### config.mk
export PLATFORM = sky130hd
export DESIGN_NAME = standard_timer_compare_pwm
export DESIGN_NICKNAME = d
export VERILOG_FILES = /design/src/hdl/standard_timer_pkg.sv /design/src/hdl/standard_timer_compare_pwm.sv
export SDC_FILE = /design/constraint.sdc
export NUM_CORES = 1
export LEC_CHECK = 0
export BUFFER_PORTS_ARGS = -buffer_cell sky130_fd_sc_hd__buf_2
export CELL_PAD_IN_SITES_DETAIL_PLACEMENT = 0
export CELL_PAD_IN_SITES_GLOBAL_PLACEMENT = 2
export CORE_ASPECT_RATIO = 0.9
export CORE_MARGIN = 1.5
export CORE_UTILIZATION = 32
export DETAILED_ROUTE_END_ITERATION = 12
export GPL_TIMING_DRIVEN = 0
export PLACE_DENSITY_LB_ADDON = 0.1
export SYNTH_ARGS = -nofsm -noshare
export SYNTH_HDL_FRONTEND = slang
export SYNTH_SLANG_ARGS = --single-unit
### constraint.sdc
create_clock -name mclk -period 2.88 [get_ports mclk]
set_input_delay 0.144 -clock mclk [delete_from_list [all_inputs] [get_ports mclk]]
set_output_delay 0.144 -clock mclk [all_outputs]
set_load 0.05 [all_outputs]
### src/hdl/standard_timer_pkg.sv
// Constants, register map and control layout of the standard timer block.
// Assumes an APB master with 32-bit data; each register is one aligned word.
package standard_timer_pkg;

  localparam logic [7:0] ADDR_CTRL0   = 8'h00;
  localparam logic [7:0] ADDR_CTRL1   = 8'h04;
  localparam logic [7:0] ADDR_CNT_HI  = 8'h08;
  localparam logic [7:0] ADDR_CMPA_LO = 8'h0c;
  localparam logic [7:0] ADDR_CMPA_HI = 8'h10;
  localparam logic [7:0] ADDR_CMPP    = 8'h14;
  localparam logic [7:0] ADDR_FLAGS   = 8'h18;

  localparam int CTRL0_ON_BIT = 3;
  localparam int FLAG_A_BIT   = 0;
  localparam int FLAG_P_BIT   = 1;

  localparam logic [7:0]  BYTE_RESET  = 8'h00;
  localparam logic [15:0] WORD_RESET  = 16'h0000;
  localparam logic [16:0] FULL_PERIOD = 17'h10000;

  typedef enum logic [1:0] {
    MODE_COMPARE = 2'b00,
    MODE_CAPTURE = 2'b01,
    MODE_PWM     = 2'b10,
    MODE_TIMER   = 2'b11
  } op_mode_type;

  localparam logic [1:0] PIN_KEEP      = 2'b00;
  localparam logic [1:0] PIN_LOW       = 2'b01;
  localparam logic [1:0] PIN_HIGH      = 2'b10;
  localparam logic [1:0] PIN_TOGGLE    = 2'b11;
  localparam logic [1:0] PWM_INACTIVE  = 2'b00;
  localparam logic [1:0] PWM_ACTIVE    = 2'b01;
  localparam logic [1:0] PWM_WAVE      = 2'b10;

  typedef struct packed {
    op_mode_type op_mode;
    logic [1:0]  pin_action;
    logic        out_initial_level;
    logic        out_invert;
    logic        period_duty_swap;
    logic        clear_source_sel;
  } timer_control_one_type;

  localparam timer_control_one_type CTRL1_RESET = '{
    op_mode: MODE_COMPARE, pin_action: PIN_KEEP, out_initial_level: 1'b0,
    out_invert: 1'b0, period_duty_swap: 1'b0, clear_source_sel: 1'b0};

endpackage

### src/hdl/standard_timer_compare_pwm.sv
// Standard timer: 16-bit up-counter, compare A and compare P, compare
// match output, timer and edge-aligned PWM modes, APB register slave.
// Assumes timer_tick is a one-cycle pulse of the selected timer clock,
// synchronous to mclk; clk_en low freezes every flip-flop.
//
// Implementation choices: the APB slave port and the register addresses.
`timescale 1ns/100ps

module standard_timer_compare_pwm
  import standard_timer_pkg::*;
(
  input  wire logic        mclk,
  input  wire logic        rst_n,
  input  wire logic        clk_en,
  input  wire logic        timer_tick,
  input  wire logic        psel,
  input  wire logic        penable,
  input  wire logic        pwrite,
  input  wire logic [7:0]  paddr,
  input  wire logic [31:0] pwdata,
  output logic      [31:0] prdata,
  output logic             pready,
  output logic             pslverr,
  output logic             timer_output_pin,
  output logic             timer_output_oe,
  output logic             match_a_flag,
  output logic             match_p_flag,
  output logic             timer_request
);

  timer_control_one_type ctrl1_reg;
  logic                  counter_on_reg;
  logic [15:0]           count_reg;
  logic [15:0]           count_next;
  logic [15:0]           compare_a_value_reg;
  logic [7:0]            compare_p_reg;
  logic                  match_a_reg;
  logic                  match_p_reg;
  logic                  pin_state_reg;
  logic [31:0]           prdata_reg;
  logic                  out_reg;
  logic                  oe_reg;

  logic                  access;
  logic                  wr_en;
  logic                  mapped;
  logic                  on_rise;
  logic                  step;
  logic [16:0]           inc;
  logic                  a_hit;
  logic                  p_hit;
  logic                  is_pwm;
  logic                  clear_by_a;
  logic                  count_clear;
  logic                  a_set;
  logic                  p_set;
  logic                  clr_a;
  logic                  clr_p;
  logic [16:0]           duty;
  logic                  pwm_active;
  logic                  pwm_level;

  // Bus decode; zero wait states while clk_en is high
  assign access  = psel & penable;
  assign wr_en   = access & pwrite & clk_en;
  assign pready  = clk_en;
  assign mapped  = (paddr == ADDR_CTRL0) || (paddr == ADDR_CTRL1) ||
                   (paddr == ADDR_CNT_HI) || (paddr == ADDR_CMPA_LO) ||
                   (paddr == ADDR_CMPA_HI) || (paddr == ADDR_CMPP) ||
                   (paddr == ADDR_FLAGS);
  assign pslverr = access & ~mapped;
  assign prdata  = prdata_reg;

  assign on_rise = wr_en && mapped && (paddr == ADDR_CTRL0) &&
                   pwdata[CTRL0_ON_BIT] && !counter_on_reg;
  assign clr_a   = wr_en && (paddr == ADDR_FLAGS) && pwdata[FLAG_A_BIT];
  assign clr_p   = wr_en && (paddr == ADDR_FLAGS) && pwdata[FLAG_P_BIT];

  // Match detection on the value the counter is about to reach
  assign step  = clk_en && counter_on_reg && timer_tick && !on_rise;
  assign inc   = {1'b0, count_reg} + 17'h00001;
  assign p_hit = (compare_p_reg == BYTE_RESET) ? inc[16] :
                 ((inc[15:8] == compare_p_reg) && (inc[7:0] == BYTE_RESET));
  assign a_hit = (compare_a_value_reg != WORD_RESET) &&
                 (inc[15:0] == compare_a_value_reg);
  assign is_pwm     = (ctrl1_reg.op_mode == MODE_PWM);
  // PWM ignores the clear source bit and uses the swap bit instead
  assign clear_by_a = is_pwm ? ctrl1_reg.period_duty_swap
                             : ctrl1_reg.clear_source_sel;
  assign count_clear = step && (clear_by_a ? a_hit : p_hit);
  // A zero compare A wraps the counter through ffff to zero
  assign count_next  = count_clear ? WORD_RESET : inc[15:0];
  assign a_set = step && a_hit;
  assign p_set = step && p_hit && (is_pwm || !ctrl1_reg.clear_source_sel);

  // Duty in counts; a duty at or above the period never ends the active part
  assign duty = ctrl1_reg.period_duty_swap ?
                ((compare_p_reg == BYTE_RESET) ? FULL_PERIOD
                                               : {1'b0, compare_p_reg, 8'h00}) :
                {1'b0, compare_a_value_reg};
  assign pwm_active = ({1'b0, count_reg} < duty);

  always_comb begin
    case (ctrl1_reg.pin_action)
      PWM_WAVE:     pwm_level = pwm_active;
      PWM_ACTIVE:   pwm_level = 1'b1;
      default:      pwm_level = 1'b0;
    endcase
  end

  // Control and compare registers
  always_ff @(posedge mclk or negedge rst_n) begin
    if (!rst_n) begin
      ctrl1_reg           <= CTRL1_RESET;
      counter_on_reg      <= 1'b0;
      compare_a_value_reg <= WORD_RESET;
      compare_p_reg       <= BYTE_RESET;
    end else if (wr_en) begin
      case (paddr)
        ADDR_CTRL0:   counter_on_reg <= pwdata[CTRL0_ON_BIT];
        ADDR_CTRL1:   ctrl1_reg <= timer_control_one_type'(pwdata[7:0]);
        ADDR_CMPA_LO: compare_a_value_reg[7:0] <= pwdata[7:0];
        ADDR_CMPA_HI: compare_a_value_reg[15:8] <= pwdata[7:0];
        ADDR_CMPP:    compare_p_reg <= pwdata[7:0];
        default:      counter_on_reg <= counter_on_reg;
      endcase
    end
  end

  // Read data is captured in the setup phase and held through access
  always_ff @(posedge mclk or negedge rst_n) begin
    if (!rst_n) begin
      prdata_reg <= 32'h00000000;
    end else if (clk_en && psel && !penable) begin
      case (paddr)
        ADDR_CTRL0:   prdata_reg <= 32'(counter_on_reg) << CTRL0_ON_BIT;
        ADDR_CTRL1:   prdata_reg <= {24'h000000, ctrl1_reg};
        ADDR_CNT_HI:  prdata_reg <= {24'h000000, count_reg[15:8]};
        ADDR_CMPA_LO: prdata_reg <= {24'h000000, compare_a_value_reg[7:0]};
        ADDR_CMPA_HI: prdata_reg <= {24'h000000, compare_a_value_reg[15:8]};
        ADDR_CMPP:    prdata_reg <= {24'h000000, compare_p_reg};
        ADDR_FLAGS:   prdata_reg <= {30'h0, match_p_reg, match_a_reg};
        default:      prdata_reg <= 32'h00000000;
      endcase
    end
  end

  // Counter
  always_ff @(posedge mclk or negedge rst_n) begin
    if (!rst_n) begin
      count_reg <= WORD_RESET;
    end else if (clk_en) begin
      if (on_rise) begin
        count_reg <= WORD_RESET;
      end else if (step) begin
        count_reg <= count_next;
      end
    end
  end

  // Sticky match flags; a new match wins over a clear in the same cycle
  always_ff @(posedge mclk or negedge rst_n) begin
    if (!rst_n) begin
      match_a_reg <= 1'b0;
      match_p_reg <= 1'b0;
    end else if (clk_en) begin
      match_a_reg <= a_set | (match_a_reg & ~clr_a);
      match_p_reg <= p_set | (match_p_reg & ~clr_p);
    end
  end

  // Compare mode pin state, loaded with the initial level at counter-on rise, else moved only by compare A
  always_ff @(posedge mclk or negedge rst_n) begin
    if (!rst_n) begin
      pin_state_reg <= 1'b0;
    end else if (clk_en) begin
      if (on_rise) begin
        pin_state_reg <= ctrl1_reg.out_initial_level;
      end else if (a_set && ctrl1_reg.op_mode == MODE_COMPARE) begin
        case (ctrl1_reg.pin_action)
          PIN_LOW:    pin_state_reg <= 1'b0;
          PIN_HIGH:   pin_state_reg <= 1'b1;
          PIN_TOGGLE: pin_state_reg <= ~pin_state_reg;
          default:    pin_state_reg <= pin_state_reg;
        endcase
      end
    end
  end

  // Output pin and its enable
  always_ff @(posedge mclk or negedge rst_n) begin
    if (!rst_n) begin
      out_reg <= 1'b0;
      oe_reg  <= 1'b0;
    end else if (clk_en) begin
      case (ctrl1_reg.op_mode)
        MODE_PWM: begin
          oe_reg  <= 1'b1;
          out_reg <= (pwm_level ? ctrl1_reg.out_initial_level
                                : ~ctrl1_reg.out_initial_level)
                     ^ ctrl1_reg.out_invert;
        end
        MODE_COMPARE: begin
          oe_reg  <= 1'b1;
          out_reg <= pin_state_reg ^ ctrl1_reg.out_invert;
        end
        default: begin
          oe_reg  <= 1'b0;
          out_reg <= 1'b0;
        end
      endcase
    end
  end

  assign timer_output_pin = out_reg;
  assign timer_output_oe  = oe_reg;
  assign match_a_flag     = match_a_reg;
  assign match_p_flag     = match_p_reg;
  assign timer_request    = match_a_reg | match_p_reg;
endmodule

Word-level counts from Yosys, hierarchy flattened
Cells that the tools add are included.
{"block": "word_totals", "register_bits": 86, "output_inout_bits": 39, "word_cells": 109}
{"block": "classes", "add_sub_neg": 1, "n_lt_le_gt_ge": 1, "eq_ne": 12, "mux": 16, "bitwise": 16, "n_reduce_logical": 46}
{"op": "$pmux W8 S7", "n": 1}
{"op": "$mux W16", "n": 3}
{"op": "$mux W17", "n": 2}
{"op": "$eq A8 B5 Y1 const B", "n": 3}
{"op": "$logic_not A8 Y1", "n": 3}
{"op": "$logic_and A1 B1 Y1", "n": 19}
{"op": "$add A16 B1 Y17 const B", "n": 1}
{"op": "$lt A16 B17 Y1", "n": 1}
{"op": "$eq A16 B16 Y1", "n": 1}
{"op": "$eq A8 B4 Y1 const B", "n": 2}
{"op": "$reduce_bool A16 Y1", "n": 1}
{"op": "$reduce_and A2 Y1", "n": 6}
{"op": "$eq A8 B3 Y1 const B", "n": 1}
{"op": "$eq A8 B8 Y1", "n": 1}
{"op": "$logic_or A1 B1 Y1", "n": 7}
{"op": "$mux W1", "n": 7}
{"op": "$and A1 B1 Y1", "n": 6}
{"op": "$eq A2 B2 Y1 const B", "n": 3}
{"op": "$not A1 Y1", "n": 5}
{"op": "$logic_not A1 Y1", "n": 4}
{"op": "$pmux W1 S2", "n": 2}
{"op": "$reduce_bool A2 Y1", "n": 2}
{"op": "$reduce_bool A4 Y1", "n": 1}
{"op": "$or A1 B1 Y1", "n": 3}
{"op": "other kinds (6)", "n": 7}

Logic depth before layout (Yosys ltp)
Gate-level depths: netlist of the first run.
{"block": "depth", "depth_word": 17, "depth_mapped": 13, "ltp_nobuf": 11}

Worst setup path before layout of the first run
Ideal clock, no wire load.
{"block": "synth_path", "path_type": "register to register", "startpoint": "register count_reg[0]", "endpoint": "register count_reg[2]", "arrival_ns": 2.612, "setup_slack_ns": 0.135, "path_stages_with_launch": 12, "period_less_slack_ns": 2.745, "path_cell_list": "dfrtp_1 > ha_1 > nand3_2 > buf_4 > nor4_4 > xnor2_1 > o221ai_1 > nor4b_1 > a21oi_1 > a21oi_1 > buf_2 > o21ai_0"}
{"block": "synth_between", "elab_chain_cells": 9, "elab_cells_between_ends": 12, "classes_between": "add/sub: 1; eq/ne: 2; mux: 5; reduce/logical: 4"}
{"element": "start: declaration", "line_no": "standard_timer_compare_pwm.sv:33", "rtl": "logic [15:0] count_reg;"}
{"element": "start signal: assignment", "line_no": "standard_timer_compare_pwm.sv:156", "rtl": "count_reg <= count_next;"}
{"element": "$add A16 B1 Y17 *", "line_no": "standard_timer_compare_pwm.sv:81", "rtl": "assign inc = {1'b0, count_reg} + 17'h00001;"}
{"element": "$eq A8 B8 Y1 / $logic_not A8 Y1 (equally long branches)", "line_no": "standard_timer_compare_pwm.sv:83", "rtl": "((inc[15:8] == compare_p_reg) && (inc[7:0] == BYTE_RESET));"}
{"element": "$logic_and A1 B1 Y1", "line_no": "standard_timer_compare_pwm.sv:83"}
{"element": "$mux W1", "line_no": "standard_timer_compare_pwm.sv:82", "rtl": "assign p_hit = (compare_p_reg == BYTE_RESET) ? inc[16] :"}
{"element": "$mux W1", "line_no": "standard_timer_compare_pwm.sv:90", "rtl": "assign count_clear = step && (clear_by_a ? a_hit : p_hit);"}
{"element": "$logic_and A1 B1 Y1", "line_no": "standard_timer_compare_pwm.sv:90"}
{"element": "$mux W16 *", "line_no": "standard_timer_compare_pwm.sv:92", "rtl": "assign count_next = count_clear ? WORD_RESET : inc[15:0];"}
{"element": "$mux W16 *", "line_no": "standard_timer_compare_pwm.sv:155", "rtl": "end else if (step) begin"}
{"element": "$mux W16 *", "line_no": "standard_timer_compare_pwm.sv:153", "rtl": "if (on_rise) begin"}
Mark *: on every way between the ends. The rest lies on a longest branch, timed or not. The select of a mux whose other input is x is not followed.
A chain may end at the register's enable or synchronous reset.

Worst setup path after layout of the first run
{"block": "layout_path", "startpoint": "register count_reg[7]", "endpoint": "register count_reg[8]"}
The elaborated chain is that of the path after synthesis.

==> reports/results.ini, run 1 <==
[clocking]
cts_htree_levels=3
cts_tree=built
cts-buffers-inserted=9
cts.clk_slew.worst_paths_ns=0.06
cts_root_buffer=clkbuf_16
insertion_delay_ns=0.34
ctsLongestPathBuffers=2
cts_sinks=62

[drt]
wl_per_cell_um=23.1
vias=5367
post-route-drc-count=0
antenna_left=0
drt_first_pass_iters=5
drt_iter0_markers=540
avgViaCountPerCell=5.72
drt-total-wl_um=21600

[grt]
antenna_found_initial=0
grt_overflow_total=0
use_met3_pct=4.56
busiest_layer=met2
grt_use_met1_pct=35.4
grt_util_met2_pct=36.3
grt_max_degree=63
grt_usage_pct=24.2
grt_pass1_wl_um=31600
grt_pass1_vias=5116

[final_layout]
fillCellCount=1555
diodes=0
nets=793
area_growth_pct=41.3
instances_no_fill=938
stdcell_area_um2=7550
drive_above_1_share_pct=43.5
fin_util_pct=46.5

[timing]
slew_headroom_pct=41.3
tightest_slew_ns=0.881
period_needed_ns=2.88
fin_crit_sh_pct=100
setup_slack_ns=-0.00343
slew_viol_final=0
skew_ns=0.00776
setup_viol=2
rsz0062_at_grt=true
hold_viol=0
timing.fmax_mhz=347

[pwr]
static-leakage-power_nw=3.53
sw_frac_of_total_pct=28.2
ir_drop_mv=0.284
sequentialPowerShare_pct=38.9
comb_power_share_pct=11.4
power_density_nw_per_um2=303
clkPwrFrac_pct=49.7
intPower_w=0.00164
switchingPower_w=0.000644

[yosys]
synthTopCellsByArea=dfrtp_1 (29%), mux2_2 (7.6%), ha_1 (4.7%), buf_4 (4.2%), nand2_1 (3.9%)
synth_top_area_cell=dfrtp_1
synth-async-reset-ratio_pct=100
synth_top_cell_area_share_pct=29.0
synth.most_common_cell=dfrtp_1
syn_inst=585
synthFlopType=dfrtp_1
seq_area_frac_synth_pct=29.0
syn_area_per_cell_um2=9.14
synth_edf_count=0
synth-seq-cells=62
syn_area_um2=5350
synth_common_cells=dfrtp_1 (62), nand2_1 (56), mux2_2 (36), buf_4 (30)
ys_warn_count=0
ys_types=70

[place]
place_area_um2=5870
hpwlAfterDp_um=15000
port-buffer-count=35
dp_cells=850
gp_congestion=0.918

[setup_path]
reg2reg_depth=12
startpoint=count_reg[7]
crit_end=count_reg[8]
critPathMaxFanout=6
required_ns=3.11
endpoint_kind=register
r2r-start=count_reg[7]
cp-start-kind=register
worstPathArrival_ns=3.11
r2r_setup_slack_ns=-0.003
path_class=register to register
regToRegEndpoint=count_reg[8]

[floorplanning]
die_x_um=139
die-area_um2=17500
num_io_pins=86
rows=44
fp.coreArea_um2=16200
initial_core_util_pct=32.9
die_h_um=126

[hold_path]
hold_path.class=input pin to register
hold_depth=3

[run_status]
status=finished, violations left
violations=negative setup slack

[job]
max_cap_viol_count=0

[layer usage]
metal  vias up  part of all wire, %
li1       2446                    -
met1      2661                   47
met2       229                   45
met3        31                  6.6
met4         0                  2.0
met5         -                    0
[through the flow]
step | hold WS [ns] | setup WS (ns) | TNS (ns) | power [W]
global route | 0.0771 | -0.0709 | -0.508 | 0.00237
finish | 0.0602 | -0.00343 | -0.00490 | 0.00229
floorplan | -0.152 | 0.135 | 0 | 0.00106
CTS | 0.0568 | -0.00993 | -0.00993 | 0.00230
global placement | 0.412 | -0.980 | -14.34 | 0.00113
detailed placement | 0.324 | -0.974 | -14.10 | 0.00114
[cell usage in the layout, fill, tap and decap left out, types with 9 or more instances in the layout]
| cell type | synthesis | layout |
|---|---|---|
| a21o_1 | 15 | 15 |
| clkbuf_1 | 23 | 14 |
| dfrtp_1 | 62 | 53 |
| nand2_1 | 56 | 52 |
| nor2_1 | 22 | 20 |
| buf_6 | 2 | 17 |
| o21ai_0 | 23 | 18 |
| xor2_1 | 10 | 9 |
| nand4_1 | 17 | 17 |
| xnor2_1 | 19 | 14 |
| a21oi_1 | 22 | 15 |
| dfrtp_2 | 0 | 9 |
| ha_1 | 20 | 18 |
| nand3_1 | 19 | 12 |
| inv_1 | 12 | 11 |
| clkbuf_16 | 0 | 11 |
| buf_2 | 11 | 39 |
| mux2i_1 | 12 | 12 |
| mux2_2 | 36 | 35 |
| o31ai_1 | 21 | 14 |
| conb_1 | 1 | 24 |
| buf_4 | 30 | 92 |
[area by class of cell]
type | count | area [µm²] | share of cell area, %
buffer | 62 | 495 | 6.56
clock buffer | 9 | 225 | 2.98
clock inverter | 7 | 80.1 | 1.06
inverter | 12 | 47.5 | 0.629
multi-input combinational | 468 | 4080 | 54.0
sequential | 62 | 1560 | 20.7
tap | 207 | 259 | 3.43
timing repair buffer | 111 | 805 | 10.6
[critical path: stages, from the launching register on]
cell,delay (ns)
dfrtp_2,0.47
nand4_4,0.16
buf_12,0.17
nor4_4,0.17
nor3b_4,0.30
buf_4,0.17
xnor3_1,0.24
buf_4,0.15
nor4b_4,0.13
a21oi_2,0.25
a21oi_4,0.10
buf_8,0.19
o31ai_2,0.24
[logic make-up after synthesis]
family	count (synthesis)	synth area share (%)
adders and majority gates	20	4.68
DFF	62	29.0
AOI/OAI and AO/OA	140	18.7
muxes	49	10.3
other	1	0.0701
xor gates and xnor gates	34	6.86
and+or+nand+nor	201	22.3
buffers and inverters	78	8.12
[power groups by stage]
stage / combinational (W) / sequential, W / clock [W]
2_1_floorplan: 0.000156 / 0.000909 / 0
3_3_place_gp: 0.000229 / 0.000905 / 0
3_5_place_dp: 0.000232 / 0.000905 / 0
4_1_cts: 0.000247 / 0.000889 / 0.00117
5_1_grt: 0.000279 / 0.000890 / 0.00120
6_report: 0.000261 / 0.000890 / 0.00114
[timing repair]
action / in CTS / in global routing
hold buffers: 1 / 0
gates resized for setup: 94 / 86
hold endpoints to repair: 62 / 0
gates cloned: 2 / 3
setup endpoints to repair: 20 / 18
buffers inserted: 37 / 34
pin swaps: 20 / 38
[worst min-delay path by stage]
stage          startpoint                      to  slack, ns
2_1_floorplan       rst_n  compare_a_value_reg[0]      -0.15
3_3_place_gp    pwdata[7]            ctrl1_reg[7]       0.41
3_5_place_dp        rst_n            count_reg[0]       0.32
4_1_cts         pwdata[4]            ctrl1_reg[4]       0.06
5_1_grt         pwdata[4]            ctrl1_reg[4]       0.08
6_report        pwdata[4]            ctrl1_reg[4]       0.06
No activity file was read; power rests on OpenSTA's default activity.
==> run 2, diff against run 1 <==
--- a/config.mk
+++ b/config.mk
@@ -9,7 +9,7 @@
 export CELL_PAD_IN_SITES_DETAIL_PLACEMENT = 0
 export CELL_PAD_IN_SITES_GLOBAL_PLACEMENT = 2
 export CORE_ASPECT_RATIO = 0.9
-export CORE_MARGIN = 1.5
+export CORE_MARGIN = 3
 export CORE_UTILIZATION = 32
 export DETAILED_ROUTE_END_ITERATION = 12
 export GPL_TIMING_DRIVEN = 0
==> constraint.sdc (replaced) <==
create_clock -name mclk -period 2.88 [get_ports mclk]
set_input_delay 0.144 -clock mclk [delete_from_list [all_inputs] [get_ports mclk]]
set_output_delay 0.144 -clock mclk [all_outputs]
set_load 0.01 [all_outputs]
==> reports/results.ini, run 2 (same netlist as run 1, synthesis figures left out) <==
[timing]
slew_headroom_pct=42.2
rsz0062_at_grt=true
skew_ns=0.00800
setup_slack_ns=-0.0599
setup_viol=6
finalSetupTns_ns=-0.132
timing.fmax_mhz=340
fin_hold_ws_ns=0.0687
fin_crit_sh_pct=102
period_needed_ns=2.94
slew_viol_final=0
tightest_slew_ns=0.867
hold_viol=0

[drt]
drt-total-wl_um=21500
drt_iter0_markers=583
post-route-drc-count=0
wl_per_cell_um=23.2
antenna_left=0
drt_first_pass_iters=6
avgViaCountPerCell=5.78
vias=5370

[grt]
grt_overflow_total=0
grt_usage_pct=23.1
antenna_found_initial=0
grt_pass1_wl_um=31700
grt_max_degree=63
grt_pass1_vias=5145

[clocking]
cts_root_buffer=clkbuf_16
insertion_delay_ns=0.35
cts_sinks=62
ctsLongestPathBuffers=2
cts.clk_slew.worst_paths_ns=0.06
cts-buffers-inserted=9
cts_htree_levels=3
cts_tree=built

[setup_path]
critPathMaxFanout=5
startpoint=count_reg[1]
reg2reg_depth=12
worstPathArrival_ns=3.21
required_ns=3.15
cp-start-kind=register
path_class=register to register
regToRegEndpoint=count_reg[6]
r2r-start=count_reg[1]
r2r_setup_slack_ns=-0.06
endpoint_kind=register

[hold_path]
hold_start=pwdata[7]
whs_endpoint=ctrl1_reg[7]
hold_path.class=input pin to register
hold_depth=3

[final_layout]
nets=784
drive_above_1_share_pct=40.2
area_growth_pct=36.6
diodes=0
layout_commonest_cell=buf_4
fillCellCount=1584
final_cell_mix=buf_4 (86), nand2_1 (54), dfrtp_1 (52)

[place]
port-buffer-count=35
hpwlAfterDp_um=15200
gp_congestion=0.894
dp_slack_ns=-0.917

[job]
max_cap_viol_count=0

[floorplanning]
fp.coreArea_um2=16200
die_x_um=142
die-area_um2=18300
num_io_pins=86
initial_core_util_pct=32.9
rows=44
die_h_um=129

[run_status]
violations=negative setup slack
status=finished, violations left

[pwr]
p_total_w=0.00215
ir_drop_mv=0.273
power_density_nw_per_um2=295
static-leakage-power_nw=3.43

## run 2: cell count changes in the layout (fill, tap and decap cells not counted), sizes merged
cell      previous run  this run
buf                154       143
clkbuf              27        30
clkinv               2         4
bufinv               1         0
clkinvlp             1         0
inv                 15        14
## run 2: power breakdown
group | internal (W) | switching, W | total, W
Combinational | 0.0000770 | 0.000110 | 0.000187
Clock | 0.000612 | 0.000464 | 0.00108
Sequential | 0.000878 | 0.0000111 | 0.000890
Total | 0.00157 | 0.000585 | 0.00215
## run 2: worst max-delay path by stage
stage                         endpoint  slack [ns]
after floorplan           count_reg[2]        0.14
after detailed placement  count_reg[8]       -0.92
after global placement    count_reg[8]       -0.96
final                     count_reg[6]       -0.06
after global routing      count_reg[4]       -0.13
after CTS                 count_reg[8]       -0.01
## run 2: area by class of cell
type	instances	area, µm²	area share, %
Inverter	12	47.5	0.651
Buffer	62	484	6.63
Clock buffer	10	239	3.27
Sequential cell	62	1560	21.4
Tap cell	207	259	3.55
Timing Repair Buffer	102	717	9.81
Clock inverter	6	45.0	0.617
Multi-Input combinational cell	468	3950	54.1
## run 2: metal layers
| metal | up-vias | track usage [%] | wire [µm] |
|---|---|---|---|
| met3 | 46 | 4.72 | 1320 |
| met5 | - | 0 | 0 |
| met1 | 2679 | 33.4 | 10100 |
| met4 | 0 | 7.56 | 581 |
| met2 | 211 | 34.5 | 9550 |
| li1 | 2434 | - | - |
## run 2: what timing repair did
item,4_1_cts,5_1_grt
endpoints found under the setup margin,20,18
endpoints found under the hold margin,62,0
hold buffers,1,0
buffers inserted,36,26
pin swaps,18,35
cloned,2,2
resized for setup,87,64
## run 2: stage by stage
stage	cell area, µm²	util [%]	cells
floorplan	5430	-	608
global placement	5870	36.1	850
detailed placement	5870	36.1	850
CTS	6820	42.0	901
global route	7310	45.0	929
finish	7310	45.0	929
## run 2: worst max-delay path, stage by stage, from the launching register on
cell	delay, ns
dfrtp_2	0.41
ha_4	0.17
nand3_4	0.11
buf_4	0.17
clkbuf_16	0.15
or3_1	0.40
a31oi_4	0.25
nor3b_2	0.08
and4b_2	0.26
buf_6	0.16
a2111oi_1	0.47
o31ai_1	0.13
o21ai_0	0.10
